===== config.mk =====
export PLATFORM = sky130hd
export DESIGN_NAME = ghb_host_port
export DESIGN_NICKNAME = d
export VERILOG_FILES = /design/src/ghb_pkg.sv /design/src/ghb_sync2.sv /design/src/ghb_host_port.sv
export SDC_FILE = /design/constraint.sdc
export NUM_CORES = 1
export LEC_CHECK = 0
export BUFFER_PORTS_ARGS = -buffer_cell sky130_fd_sc_hd__buf_2
export CORE_MARGIN = 3
export CORE_UTILIZATION = 30
export DETAILED_ROUTE_END_ITERATION = 12
export PLACE_DENSITY_LB_ADDON = 0.1
export RECOVER_POWER = 25
export SYNTH_ARGS = -nofsm -noshare
export SYNTH_HDL_FRONTEND = slang
export SYNTH_HIERARCHICAL = 1
export SYNTH_SLANG_ARGS = --single-unit

===== constraint.sdc =====
create_clock -name clk_sys_i -period 1.9 [get_ports clk_sys_i]
set_clock_uncertainty 0.15 [all_clocks]
set_input_delay 0.095 -clock clk_sys_i [delete_from_list [all_inputs] [get_ports clk_sys_i]]
set_output_delay 0.095 -clock clk_sys_i [all_outputs]
set_load 0.03 [all_outputs]

===== src/ghb_pkg.sv =====
package ghb_pkg;

  // ---------------------------------------------------------------------------
  // strap layout and codes
  // ---------------------------------------------------------------------------
  localparam int unsigned STRAP_W        = 5;
  localparam int unsigned ENDIAN_BIT     = 3;
  localparam logic [2:0]  IFTYPE_GENERIC = 3'h7;

  // ---------------------------------------------------------------------------
  // address map
  // ---------------------------------------------------------------------------
  localparam int unsigned ADDR_W         = 16;
  localparam int unsigned HOST_ADDR_W    = 26;
  localparam logic [15:0] MEM_LAST       = 16'h9fff;
  localparam logic [15:0] REG_FIRST      = 16'hffe0;
  localparam logic [31:0] WIN_SLOT1_BASE = 32'h0900_0000;
  localparam logic [31:0] WIN_SLOT2_BASE = 32'h0d00_0000;

  // ---------------------------------------------------------------------------
  // timing: hold of the strap sampler after reset release
  // ---------------------------------------------------------------------------
  localparam int unsigned STRAP_SETTLE_NS = 100;
  localparam int unsigned CLK_PERIOD_NS   = 20;
  localparam int unsigned STRAP_SETTLE_CYC =
    (STRAP_SETTLE_NS + CLK_PERIOD_NS - 1) / CLK_PERIOD_NS;

  // ---------------------------------------------------------------------------
  // types
  // ---------------------------------------------------------------------------
  typedef enum logic [1:0] {
    GHB_STYLE_NONE = 2'b00,
    GHB_STYLE_ONE  = 2'b01,
    GHB_STYLE_TWO  = 2'b10
  } ghb_style_t;

  typedef struct packed {
    logic       valid;
    ghb_style_t style;
    logic       big_endian;
  } ghb_cfg_t;

  // active-high decoded strobes, one set for each byte lane
  typedef struct packed {
    logic rd_hi;
    logic rd_lo;
    logic wr_hi;
    logic wr_lo;
  } ghb_strb_t;

  typedef struct packed {
    logic        mem_hit;
    logic        reg_hit;
    logic [15:0] offset;
  } ghb_dec_t;

endpackage


===== src/ghb_sync2.sv =====
`timescale 1ns/10ps
`default_nettype none

// -----------------------------------------------------------------------------
// two-stage synchroniser for a bundle of pin levels
// -----------------------------------------------------------------------------
module ghb_sync2 #(
  parameter int unsigned W = 1
) (
  // clock and reset
  input  wire logic         clk_sys_i,
  input  wire logic         resetn_i,
  input  wire logic         ce_i,
  // levels
  input  wire logic [W-1:0] d_i,
  output logic      [W-1:0] q_o
);

  logic [W-1:0] meta_q;

  // first stage is read only by the second
  always_ff @(posedge clk_sys_i or negedge resetn_i) begin
    if (!resetn_i) begin
      meta_q <= '0;
      q_o    <= '0;
    end else if (ce_i) begin
      meta_q <= d_i;
      q_o    <= meta_q;
    end
  end

endmodule

`default_nettype wire


===== src/ghb_host_port.sv =====
`timescale 1ns/10ps
`default_nettype none

// Summary of operation
// - sample config straps once, then keep them
// - style select high gives style two
// - interface straps 111 enable generic styles
// - endian strap high means big endian
// - style two: byte-high enable, read, write
// - style one: four separate byte strobes
// - host strobes asynchronous, synchronised internally
// - 64K space repeats 256 times in window
// - memory 0..9fff, registers ffe0..ffff, alias rest
module ghb_host_port (
  // clock, reset, enable
  input  wire logic                        clk_sys_i,
  input  wire logic                        resetn_i,
  input  wire logic                        ce_i,
  // straps
  input  wire logic [4:0]                  config_straps_i,
  input  wire logic                        bus_style_select_i,
  // host pins, strobes active low
  input  wire logic                        high_byte_write_strobe_n_i,
  input  wire logic                        low_byte_write_strobe_n_i,
  input  wire logic                        read_n_i,
  input  wire logic                        read_write_n_i,
  input  wire logic [ghb_pkg::HOST_ADDR_W-1:0] addr_i,
  // configuration out
  output var ghb_pkg::ghb_cfg_t            cfg_o,
  // decoded access out
  output var ghb_pkg::ghb_strb_t           strb_o,
  output var ghb_pkg::ghb_dec_t            dec_o,
  output logic                             rd_start_o,
  output logic                             wr_start_o
);

  // ---------------------------------------------------------------------------
  // synchronisers
  // ---------------------------------------------------------------------------
  logic [5:0] strap_s;
  logic [3:0] pin_s;
  logic [ghb_pkg::ADDR_W-1:0] addr_s;

  ghb_sync2 #(.W(6)) u_sync_strap (
    .clk_sys_i (clk_sys_i),
    .resetn_i  (resetn_i),
    .ce_i      (ce_i),
    .d_i       ({bus_style_select_i, config_straps_i}),
    .q_o       (strap_s)
  );

  // strobes arrive with no relation to our clock
  ghb_sync2 #(.W(4)) u_sync_pin (
    .clk_sys_i (clk_sys_i),
    .resetn_i  (resetn_i),
    .ce_i      (ce_i),
    .d_i       ({~high_byte_write_strobe_n_i, ~low_byte_write_strobe_n_i,
                 ~read_n_i, ~read_write_n_i}),
    .q_o       (pin_s)
  );

  // address passes the same two stages, so it lines up with the strobes
  ghb_sync2 #(.W(ghb_pkg::ADDR_W)) u_sync_addr (
    .clk_sys_i (clk_sys_i),
    .resetn_i  (resetn_i),
    .ce_i      (ce_i),
    .d_i       (addr_i[ghb_pkg::ADDR_W-1:0]),
    .q_o       (addr_s)
  );

  // ---------------------------------------------------------------------------
  // strap capture
  // ---------------------------------------------------------------------------
  localparam logic [3:0] SETTLE = 4'(ghb_pkg::STRAP_SETTLE_CYC);

  typedef enum logic [1:0] {
    GHB_ST_SETTLE = 2'b00,
    GHB_ST_LATCH  = 2'b01,
    GHB_ST_RUN    = 2'b10
  } ghb_cap_t;

  ghb_cap_t   cap_q;
  logic [3:0] settle_q;

  // wait a few cycles so the strap synchroniser has filled
  always_ff @(posedge clk_sys_i or negedge resetn_i) begin
    if (!resetn_i) begin
      cap_q    <= GHB_ST_SETTLE;
      settle_q <= '0;
    end else if (ce_i) begin
      case (cap_q)
        GHB_ST_SETTLE: begin
          settle_q <= settle_q + 4'h1;
          if (settle_q == SETTLE) begin
            cap_q <= GHB_ST_LATCH;
          end
        end
        GHB_ST_LATCH: cap_q <= GHB_ST_RUN;
        GHB_ST_RUN:   cap_q <= GHB_ST_RUN;
        default:      cap_q <= GHB_ST_SETTLE;
      endcase
    end
  end

  // straps are taken once; later pin wiggles have no effect
  always_ff @(posedge clk_sys_i or negedge resetn_i) begin
    if (!resetn_i) begin
      cfg_o <= '0;
    end else if (ce_i && cap_q == GHB_ST_LATCH) begin
      cfg_o.valid      <= 1'b1;
      cfg_o.big_endian <= strap_s[ghb_pkg::ENDIAN_BIT];
      if (strap_s[2:0] == ghb_pkg::IFTYPE_GENERIC) begin
        cfg_o.style <= strap_s[5] ? ghb_pkg::GHB_STYLE_TWO
                                  : ghb_pkg::GHB_STYLE_ONE;
      end else begin
        cfg_o.style <= ghb_pkg::GHB_STYLE_NONE;
      end
    end
  end

  // ---------------------------------------------------------------------------
  // strobe mapping per style
  // ---------------------------------------------------------------------------
  function automatic ghb_pkg::ghb_strb_t map_strb(input ghb_pkg::ghb_style_t st,
                                                  input logic [3:0] p);
    ghb_pkg::ghb_strb_t s;
    s = '0;
    case (st)
      // p = {we_hi, we_lo, rd, rdwr}
      ghb_pkg::GHB_STYLE_TWO: begin
        s.rd_lo = p[1];
        s.rd_hi = p[1] & p[3];
        s.wr_lo = p[2];
        s.wr_hi = p[2] & p[3];
      end
      ghb_pkg::GHB_STYLE_ONE: begin
        s.rd_hi = p[0];
        s.rd_lo = p[1];
        s.wr_hi = p[3];
        s.wr_lo = p[2];
      end
      default: s = '0;
    endcase
    return s;
  endfunction

  ghb_pkg::ghb_strb_t strb_d;
  logic               any_rd_d;
  logic               any_wr_d;
  logic               any_rd_q;
  logic               any_wr_q;

  // only a configured port passes strobes
  always_comb begin
    strb_d   = cfg_o.valid ? map_strb(cfg_o.style, pin_s) : '0;
    any_rd_d = strb_d.rd_hi | strb_d.rd_lo;
    any_wr_d = strb_d.wr_hi | strb_d.wr_lo;
  end

  always_ff @(posedge clk_sys_i or negedge resetn_i) begin
    if (!resetn_i) begin
      strb_o     <= '0;
      any_rd_q   <= 1'b0;
      any_wr_q   <= 1'b0;
      rd_start_o <= 1'b0;
      wr_start_o <= 1'b0;
    end else if (ce_i) begin
      strb_o     <= strb_d;
      any_rd_q   <= any_rd_d;
      any_wr_q   <= any_wr_d;
      rd_start_o <= any_rd_d & ~any_rd_q;
      wr_start_o <= any_wr_d & ~any_wr_q;
    end
  end

  // ---------------------------------------------------------------------------
  // address decode; bits 16 and up fold away, so the space aliases
  // ---------------------------------------------------------------------------
  function automatic ghb_pkg::ghb_dec_t dec_addr(input logic [15:0] a);
    ghb_pkg::ghb_dec_t d;
    d.offset  = a;
    d.mem_hit = (a <= ghb_pkg::MEM_LAST);
    d.reg_hit = (a >= ghb_pkg::REG_FIRST);
    return d;
  endfunction

  // synchronised address lags like the strobes; a raw read would catch the next address
  always_ff @(posedge clk_sys_i or negedge resetn_i) begin
    if (!resetn_i) begin
      dec_o <= '0;
    end else if (ce_i && (any_rd_d | any_wr_d)) begin
      dec_o <= dec_addr(addr_s);
    end
  end
endmodule

`default_nettype wire


[Yosys cells after proc, flatten, opt, wreduce, memory -nomap -nowiden]
Index checks and enable logic that the tools add are counted.
Cells by class
  add/sub/neg operators: 1
  order comparisons: 2
  eq/ne operators: 7
  muxes and demuxes: 6
  bitwise logic cells: 13
  reductions and logical operators: 6
Operator list (count)
  16-bit >= comparator, second input constant: 1
  16-bit less-or-equal comparator, second input constant: 1
  4-bit one-hot mux with 2 select lines: 1
  2-bit 2-to-1 mux: 3
  1-bit NOT: 6
  4-bit by 1-bit adder with 4-bit output, second input constant: 1
  1-bit AND: 4
  2-bit by 1-bit == test with 1-bit output, second input constant: 2
  2-bit == test, second input constant: 2
  4-bit by 3-bit == test with 1-bit output, second input constant: 1
  4-bit 2-to-1 mux: 1
  2-bit one-hot mux with 2 select lines: 1
  2-bit AND reduction: 2
  3-bit == test, second input constant: 1
  1-bit OR: 3
  1-bit logical AND: 2
  2-bit zero test: 1
  2-bit != test, second input constant: 1
  2-bit OR reduction: 1
Word-level totals
  register bits after elaboration: 88
  output and inout port bits: 28

[Depth between registers and ports, before layout]
Gate-level depths: netlist of the first run.
  depth in word-level cells: 6
  mapped depth: 6
  depth with buffers taken out: 5

[Hierarchy]
Netlist of the first run, hierarchy kept.
By module, submodules not included
  ghb_host_port: instances 1, cells an instance 125, area an instance 1651.6 µm²
  ghb_sync2 (u_sync_addr): instances 1, cells an instance 68, area an instance 1345.0 µm²
  ghb_sync2 (u_sync_strap): instances 1, cells an instance 25, area an instance 484.2 µm²
  ghb_sync2 (u_sync_pin): instances 1, cells an instance 17, area an instance 331.6 µm²

[Worst setup path after synthesis of the first run]
No wires, ideal clock.
  kind: register to register
  start point: register cfg_o[1] (netlist bit)
  end point: register dec_o[0] (netlist bit)
  arrival: 2.059 ns
  data required time: 1.625 ns
  setup slack: -0.434 ns
  stages on the path, launching flop included: 7
  buffers on the path: 1
  cells stage by stage: dfrtp_1 -> inv_1 -> ha_1 -> nand3b_4 -> a211oi_4 -> buf_12 -> mux2_4
On the way
  word-level cells in the longest chain between the ends: 6
  elaborated cells between the ends (all ways): 8
  classes of those cells: eq/ne: 2; mux: 2; bitwise: 3; reduce/logical: 1
RTL lines
  from (decl): RTL line ghb_host_port.sv:29  | output var ghb_pkg::ghb_cfg_t cfg_o,
  2-bit by 1-bit == test with 1-bit output / 2-bit == test (equally long branches): RTL line ghb_host_port.sv:128  | case (st)
  4-bit one-hot mux with 2 select lines *: RTL line ghb_host_port.sv:128
  4-bit 2-to-1 mux *: RTL line ghb_host_port.sv:155  | strb_d = cfg_o.valid ? map_strb(cfg_o.style, pin_s) : '0;
  1-bit OR, on equally long branches: RTL line ghb_host_port.sv:156, ghb_host_port.sv:157
  1-bit OR *: RTL line ghb_host_port.sv:191  | end else if (ce_i && (any_rd_d | any_wr_d)) begin
  1-bit logical AND *: RTL line ghb_host_port.sv:191
  to (signal assigned): RTL line ghb_host_port.sv:192  | dec_o <= dec_addr(addr_s);
  to (decl): RTL line ghb_host_port.sv:32  | output var ghb_pkg::ghb_dec_t dec_o,
Mark *: on every way between the ends. The rest lies on a longest branch, timed or not.
A chain may end at the register's enable or synchronous reset.

[Worst setup path after layout of the first run]
  start point: register cfg_o[1] (netlist bit)
  end point: register dec_o[16] (netlist bit)
Same word-level chain as after synthesis.

==> results of run 1 <==
[layout make-up]
type	instances	area share, %
Inverter	13	1.01
Clock inverter	4	0.594
Timing Repair Buffer	101	15.5
Multi-Input combinational cell	124	28.8
Tap cell	168	4.34
Sequential cell	86	44.4
Clock buffer	12	5.29
[flip-flops by register name, indices dropped and copies added, names as in the netlist, 2 cells and up]
register and flops:
u_sync_strap/q_o 5, strb_o 4, settle_q 4, dec_o 18, u_sync_strap/meta_q 5, cap_q 2, u_sync_addr/meta_q 16, u_sync_pin/q_o 4
cfg_o 4, u_sync_addr/q_o 16, u_sync_pin/meta_q 4
[where the power goes]
part / leakage (uW) / internal, uW / switching (uW) / total (uW)
Clock: 0.000135 / 960 / 711 / 1670
Combinational: 0.00111 / 843 / 861 / 1700
Sequential: 0.00107 / 2220 / 269 / 2490
[through the flow]
stage	hold WS, ps	std cells
final	89.0	508
after global routing	112	508
after CTS	89.6	502
after detailed placement	-92.5	460
after global placement	-93.7	460
after floorplan	-351	231
[what timing repair did]
| action | in CTS | in global routing |
|---|---|---|
| hold buffers | 26 | 0 |
| gates cloned | 0 | 3 |
| hold endpoints to repair | 111 | 0 |
| gates resized for setup | 0 | 9 |
| pin swaps | 0 | 2 |
| buffers inserted | 0 | 3 |
| endpoints found under the setup margin | 18 | 18 |
[worst register-to-register path, delay by kind of cell, from the launching register on]
family                     cells  cell delay [ps]
AOI/OAI and AO/OA              1              230
DFF                            1              400
adders and majority gates      1              200
and+or+nand+nor                1              160
buffers and inverters          3              430
muxes                          1              290
[per-layer routing]
metal	share of wire [%]	global-route usage (%)	up-vias
met5	0	0	-
met4	1.8	5.49	0
met3	2.9	2.31	10
met2	44	15.3	38
met1	51	14.8	1048
li1	-	-	1033
[worst paths after layout]
path | end | from | slack [ps] | depth (start not counted)
max | dec_o[16] | cfg_o[1] | -60 | 7
min | any_wr_q | ce_i | 90 | 3
max reg2reg | dec_o[16] | cfg_o[1] | -60 | 7
min reg2reg | settle_q[3] | settle_q[3] | 320 | 1
max in group asynchronous | u_sync_addr/meta_q[2] | resetn_i | 610 | 3
min in group asynchronous | strb_o[3] | resetn_i | 220 | 2
==> metrics.md, run 1 <==
| Metric | Value |
|---|---|
| Final Cell Area | around 4800 um2 |
| Worst endpoint required time | between 1500 and 2000 ps |
| Commonest non-fill, non-tap cell in the layout | dfrtp_1 |
| Clock slew at reported path FFs | about 60 ps |
| Commonest cells after routing, fill and taps aside | dfrtp_1, buf_2, mux2_4, dlygate4sd3_1, mux2_1 |
| CP Cell Sequence | inv_2, ha_4, nand3b_4, a211oi_4, buf_6, clkbuf_16, mux2_4 |
| Routed wire per std cell | 14.1 um |
| Post-placement worst setup slack | -62.6 ps |
| Synthesized Nets | about 280 |
| Hold Vio Cnt, Final | 0 |
| Slowest-stage cell, CP | dfrtp_2 |
| Drt initial violations | 119 |
| ANT cells | 0 |
| CP Max Fanout | 5 |
| First-pass GRT wire length | 11.7 mm |
| Syn Inst Count | 231 |
| MaxCap Viol Count | 0 |
| Critical Path End Type | flip-flop |
| Initial DRT Pass Iterations | 4 |
| Placed inst area | 4240 um2 |
| Remaining DRCs | 0 |
| Tot Pwr | a little under 6000 uW |
| Clock sinks | 86 |
| Area of the mapped netlist | 3730 um2 |
| Fin crit period | between 1500 and 2000 ps |
| Final WS setup | -59.4 ps |
| Pin count of the biggest net entering global routing | 37 |
| Leakage | 0.00232 uW |
| Die Ht | 118 um |
| Syn avg cell area | between 15 and 20 um2 |
| Post-Route Setup TNS | -817 ps |
| FP Rows | 40 |
| Starting Density | between 30% and 40% |
| Register area | roughly 2200 um2 |
| Cell family with most CP delay | buffers and inverters |
| Run status | complete, but fails checks |
| Dpl hpwl | between 4 and 5 mm |
| Failing checks | setup timing |
| Synth Warn # | 6 |
| Later-pin clock latency in the skew report | 330 ps |
| Final setup vio count | 18 |
| Vias in the first global route | around 2200 |
| Power Density | between 1000 and 1500 nW/um2 |
| Pins Over Slew Limit | 0 |
| Area delta synth->final | 29.9% |
| Worst path arrival time | a little over 2000 ps |
| Peak VDD IR | between 0.4 and 0.5 mV |
| Routed wire length | between 7 and 8 mm |
| Gpl congestion | roughly 0.67 |
| Clock buffer depth | 2 |
| Die area | between 10000 and 15000 um2 |
| Vias per cell | roughly 4.2 |
| Layout cells sized above 1 | between 40% and 50% |
| GRT overflow | 0 |
| Num CTS Buffers | 9 |
| Tightest Pin Transition | between 700 and 800 ps |
| Area of the multi-input gates | between 1000 and 1500 um2 |
| CP Class | flip-flop to flip-flop |
| Die width | between 100 and 150 um |
| IO Pins | 67 |
| Root Driver | clkbuf_16 |
| Total track usage | about a tenth |
| I/O Buffers | 55 |
| Normalized max-slew margin | between 40% and 50% |
| Crit-path max cell delay | 400 ps |
| Fin util | 40.0% |
| Vias | roughly 2100 |
| Fillers | 1206 |
| Critical Path Source Type | flip-flop |
| Final ANT Viol Nets | 0 |
| Initial antenna violation count | 0 |
| Max Clock Freq | 0.510 GHz |
| Layout Nets | about 380 |
| Unrepaired setup endpoints after global routing | true |
| Fin crit share | 103% |
| Path type of the worst min-delay path | input pin to flip-flop |
| CTS tree | yes |
| Sum of buffers and inverters on the critical path | 3 |
| Core area | 12100 um2 |
| CTS H-Tree Depth | 3 |
(Power assumes the default switching activity.)
==> run 2: changes to the inputs <==
--- a/config.mk
+++ b/config.mk
@@ -5,10 +5,11 @@
 export SDC_FILE = /design/constraint.sdc
 export NUM_CORES = 1
 export LEC_CHECK = 0
-export BUFFER_PORTS_ARGS = -buffer_cell sky130_fd_sc_hd__buf_2
+export BUFFER_PORTS_ARGS = -buffer_cell sky130_fd_sc_hd__buf_4
 export CORE_MARGIN = 3
 export CORE_UTILIZATION = 30
 export DETAILED_ROUTE_END_ITERATION = 12
+export HOLD_SLACK_MARGIN = 0.06
 export PLACE_DENSITY_LB_ADDON = 0.1
 export RECOVER_POWER = 25
 export SYNTH_ARGS = -nofsm -noshare
==> constraint.sdc (replaced) <==
create_clock -name clk_sys_i -period 2.25 [get_ports clk_sys_i]
set_clock_uncertainty 0.15 [all_clocks]
set_input_delay 0.1125 -clock clk_sys_i [delete_from_list [all_inputs] [get_ports clk_sys_i]]
set_output_delay 0.1125 -clock clk_sys_i [all_outputs]
set_load 0.03 [all_outputs]
==> run 2 against run 1 <==
  * The flow now finishes without violations
  * Worst setup slack gained 270 ps
  * Non-clock buffer count is 13 lower
  * Critical path depth shrank 1
  * Die area stayed put
  * First-iteration DRC count shrank 28%
==> metrics.md, run 2 (same netlist as run 1, synthesis figures left out) <==
| Metric | Value |
|---|---|
| Path type of the worst min-delay path | input pin to async pin |
| Post-placement worst setup slack | 194 ps (+256 ps) |
| IO Pins | 67 (unchanged) |
| Most flop-heavy register | dec_o |
| Core area | 12100 um2 (unchanged) |
| FP Rows | 40 (unchanged) |
| Largest registers | dec_o x18, u_sync_addr/meta_q x16, u_sync_addr/q_o x16 |
| Pins Over Slew Limit | 0 (unchanged) |
| Pin count of the biggest net entering global routing | 37 (unchanged) |
| Max FFs per register | 18 (unchanged) |
| Normalized max-slew margin | 36.8% (-12 points) |
| Root Driver | clkbuf_16 |
| ANT cells | 0 (unchanged) |
| Later-pin clock latency in the skew report | 330 ps (about the same) |
| Final Cell Area | 4890 um2 (+0.93%) |
| Leakage | 0.00233 uW (+0.60%) |
| Clock slew at reported path FFs | 60 ps (about the same) |
| Hold Buf Count CTS | 28 (+7.7%) |
| Placed inst area | 4300 um2 (+1.4%) |
| Worst path arrival time | 2110 ps (+80 ps) |
| Tot Pwr | 5130 uW (-13%) |
| CTS resizes | 0 (unchanged) |
| Vias | 2092 (-1.7%) |
| Register area | 2150 um2 (about the same) |
| Gpl congestion | 0.716 (+6.6%) |
| GRT overflow | 0 (unchanged) |
| Run status | completed |
| Fillers | 1185 (-1.7%) |
| Layout cells sized above 1 | 45.3% (-0.33 points) |
| First-pass GRT wire length | 11.8 mm (+1.4%) |
| Final ANT Viol Nets | 0 (unchanged) |
| Drt initial violations | 86 (-28%) |
| Final setup vio count | 0 (-18) |
| Routed wire length | 6.78 mm (-5.4%) |
| Unrepaired setup endpoints after global routing | false |
| Clock sinks | 86 (unchanged) |
| Dpl hpwl | 4.43 mm (-3.7%) |
| Vias per cell | 4.23 (+0.84%) |
| Die Ht | 118 um (unchanged) |
| Critical Path End Type | flip-flop |
| Initial antenna violation count | 0 (unchanged) |
| Final hold slack | 309 ps (+220 ps) |
| Vias in the first global route | 2257 (+0.53%) |
| CTS tree | yes |
| Peak VDD IR | 0.406 mV (-6.1%) |
| Hold Vio Cnt, Final | 0 (unchanged) |
| Critical Path Source Type | flip-flop |
| I/O Buffers | 55 (unchanged) |
| Power Density | 1050 nW/um2 (-13%) |
| Total track usage | 10.8% (+0.19 points) |
| Tightest Pin Transition | 948 ps (+183 ps) |
| Die width | 118 um (unchanged) |
| CP Max Fanout | 18 (+13) |
| CTS H-Tree Depth | 3 (unchanged) |
| Max Clock Freq | 0.489 GHz (-4.1%) |
| Initial DRT Pass Iterations | 4 (unchanged) |
| Starting Density | 30.8% (unchanged) |
| Remaining DRCs | 0 (unchanged) |
| Post CTS Setup Buffer Count | 0 (unchanged) |
| Layout Nets | 368 (-3.4%) |
| Area delta synth->final | 31.1% |
| Final WS setup | 207 ps (+266 ps) |
| Commonest cells after routing, fill and taps aside | dfrtp_1, buf_4, mux2_4, dlygate4sd3_1, mux2_2 |
| Die area | 13800 um2 (unchanged) |
| Num CTS Buffers | 9 (unchanged) |
| Area of the multi-input gates | 1410 um2 (+0.99%) |
| Fin crit share | 90.8% (-12 points) |
| CP Class | flip-flop to flip-flop |
| Clock buffer depth | 2 (unchanged) |
| Routed wire per std cell | 13.7 um (-3.0%) |
| Worst endpoint required time | 2320 ps (+350 ps) |
| Commonest non-fill, non-tap cell in the layout | dfrtp_1 |
| MaxCap Viol Count | 0 (unchanged) |
| Post-Route Setup TNS | 0 ps (+817 ps) |
| Fin crit period | 2040 ps (+83.8 ps) |
run 2: layer usage:
layer	wire [um]	track usage, %	share of wire (%)	vias up
met1	3520	15.0	52	1032
met2	2860	15.6	42	43
met3	216	1.97	3.2	12
met5	0	0	0	-
li1	-	-	-	1005
met4	192	6.37	2.8	0
run 2: worst paths after layout:
check | endpoint | cells after the start | slack (ps) | from
min in group clk_sys_i | settle_q[3] | 1 | 320 | settle_q[3]
max in group asynchronous | dec_o[15] | 3 | 780 | resetn_i
setup reg to reg | dec_o[0] | 6 | 210 | cfg_o[1]
setup / recovery | dec_o[0] | 6 | 210 | cfg_o[1]
hold reg to reg | settle_q[3] | 1 | 320 | settle_q[3]
hold / removal | u_sync_pin/q_o[1] | 2 | 310 | resetn_i
run 2: area by class of cell:
type / count / area share (%)
clock inverters: 3 / 1.38
repair buffers: 88 / 15.4
well taps: 168 / 4.30
multi-input cells: 124 / 28.8
inverters: 13 / 0.997
clock buffers: 13 / 5.11
flip-flops and latches: 86 / 44.0
run 2: power by group:
| group | internal (uW) | switching (uW) |
|---|---|---|
| Sequential | 1880 | 239 |
| Clock | 1010 | 596 |
| Combinational | 723 | 690 |
run 2: stage by stage:
stage                     instances  util, %
after floorplan                 231        -
after global placement          451     35.5
after detailed placement        451     35.5
after CTS                       495     40.4
after global routing            495     40.4
final                           495     40.4
run 2: critical path, stage by stage, from the launching register on:
cell and delay [ps]:
dfrtp_2 400, inv_1 70, ha_1 230, a211oi_1 490, a211oi_4 90, buf_12 190, mux2_4 300
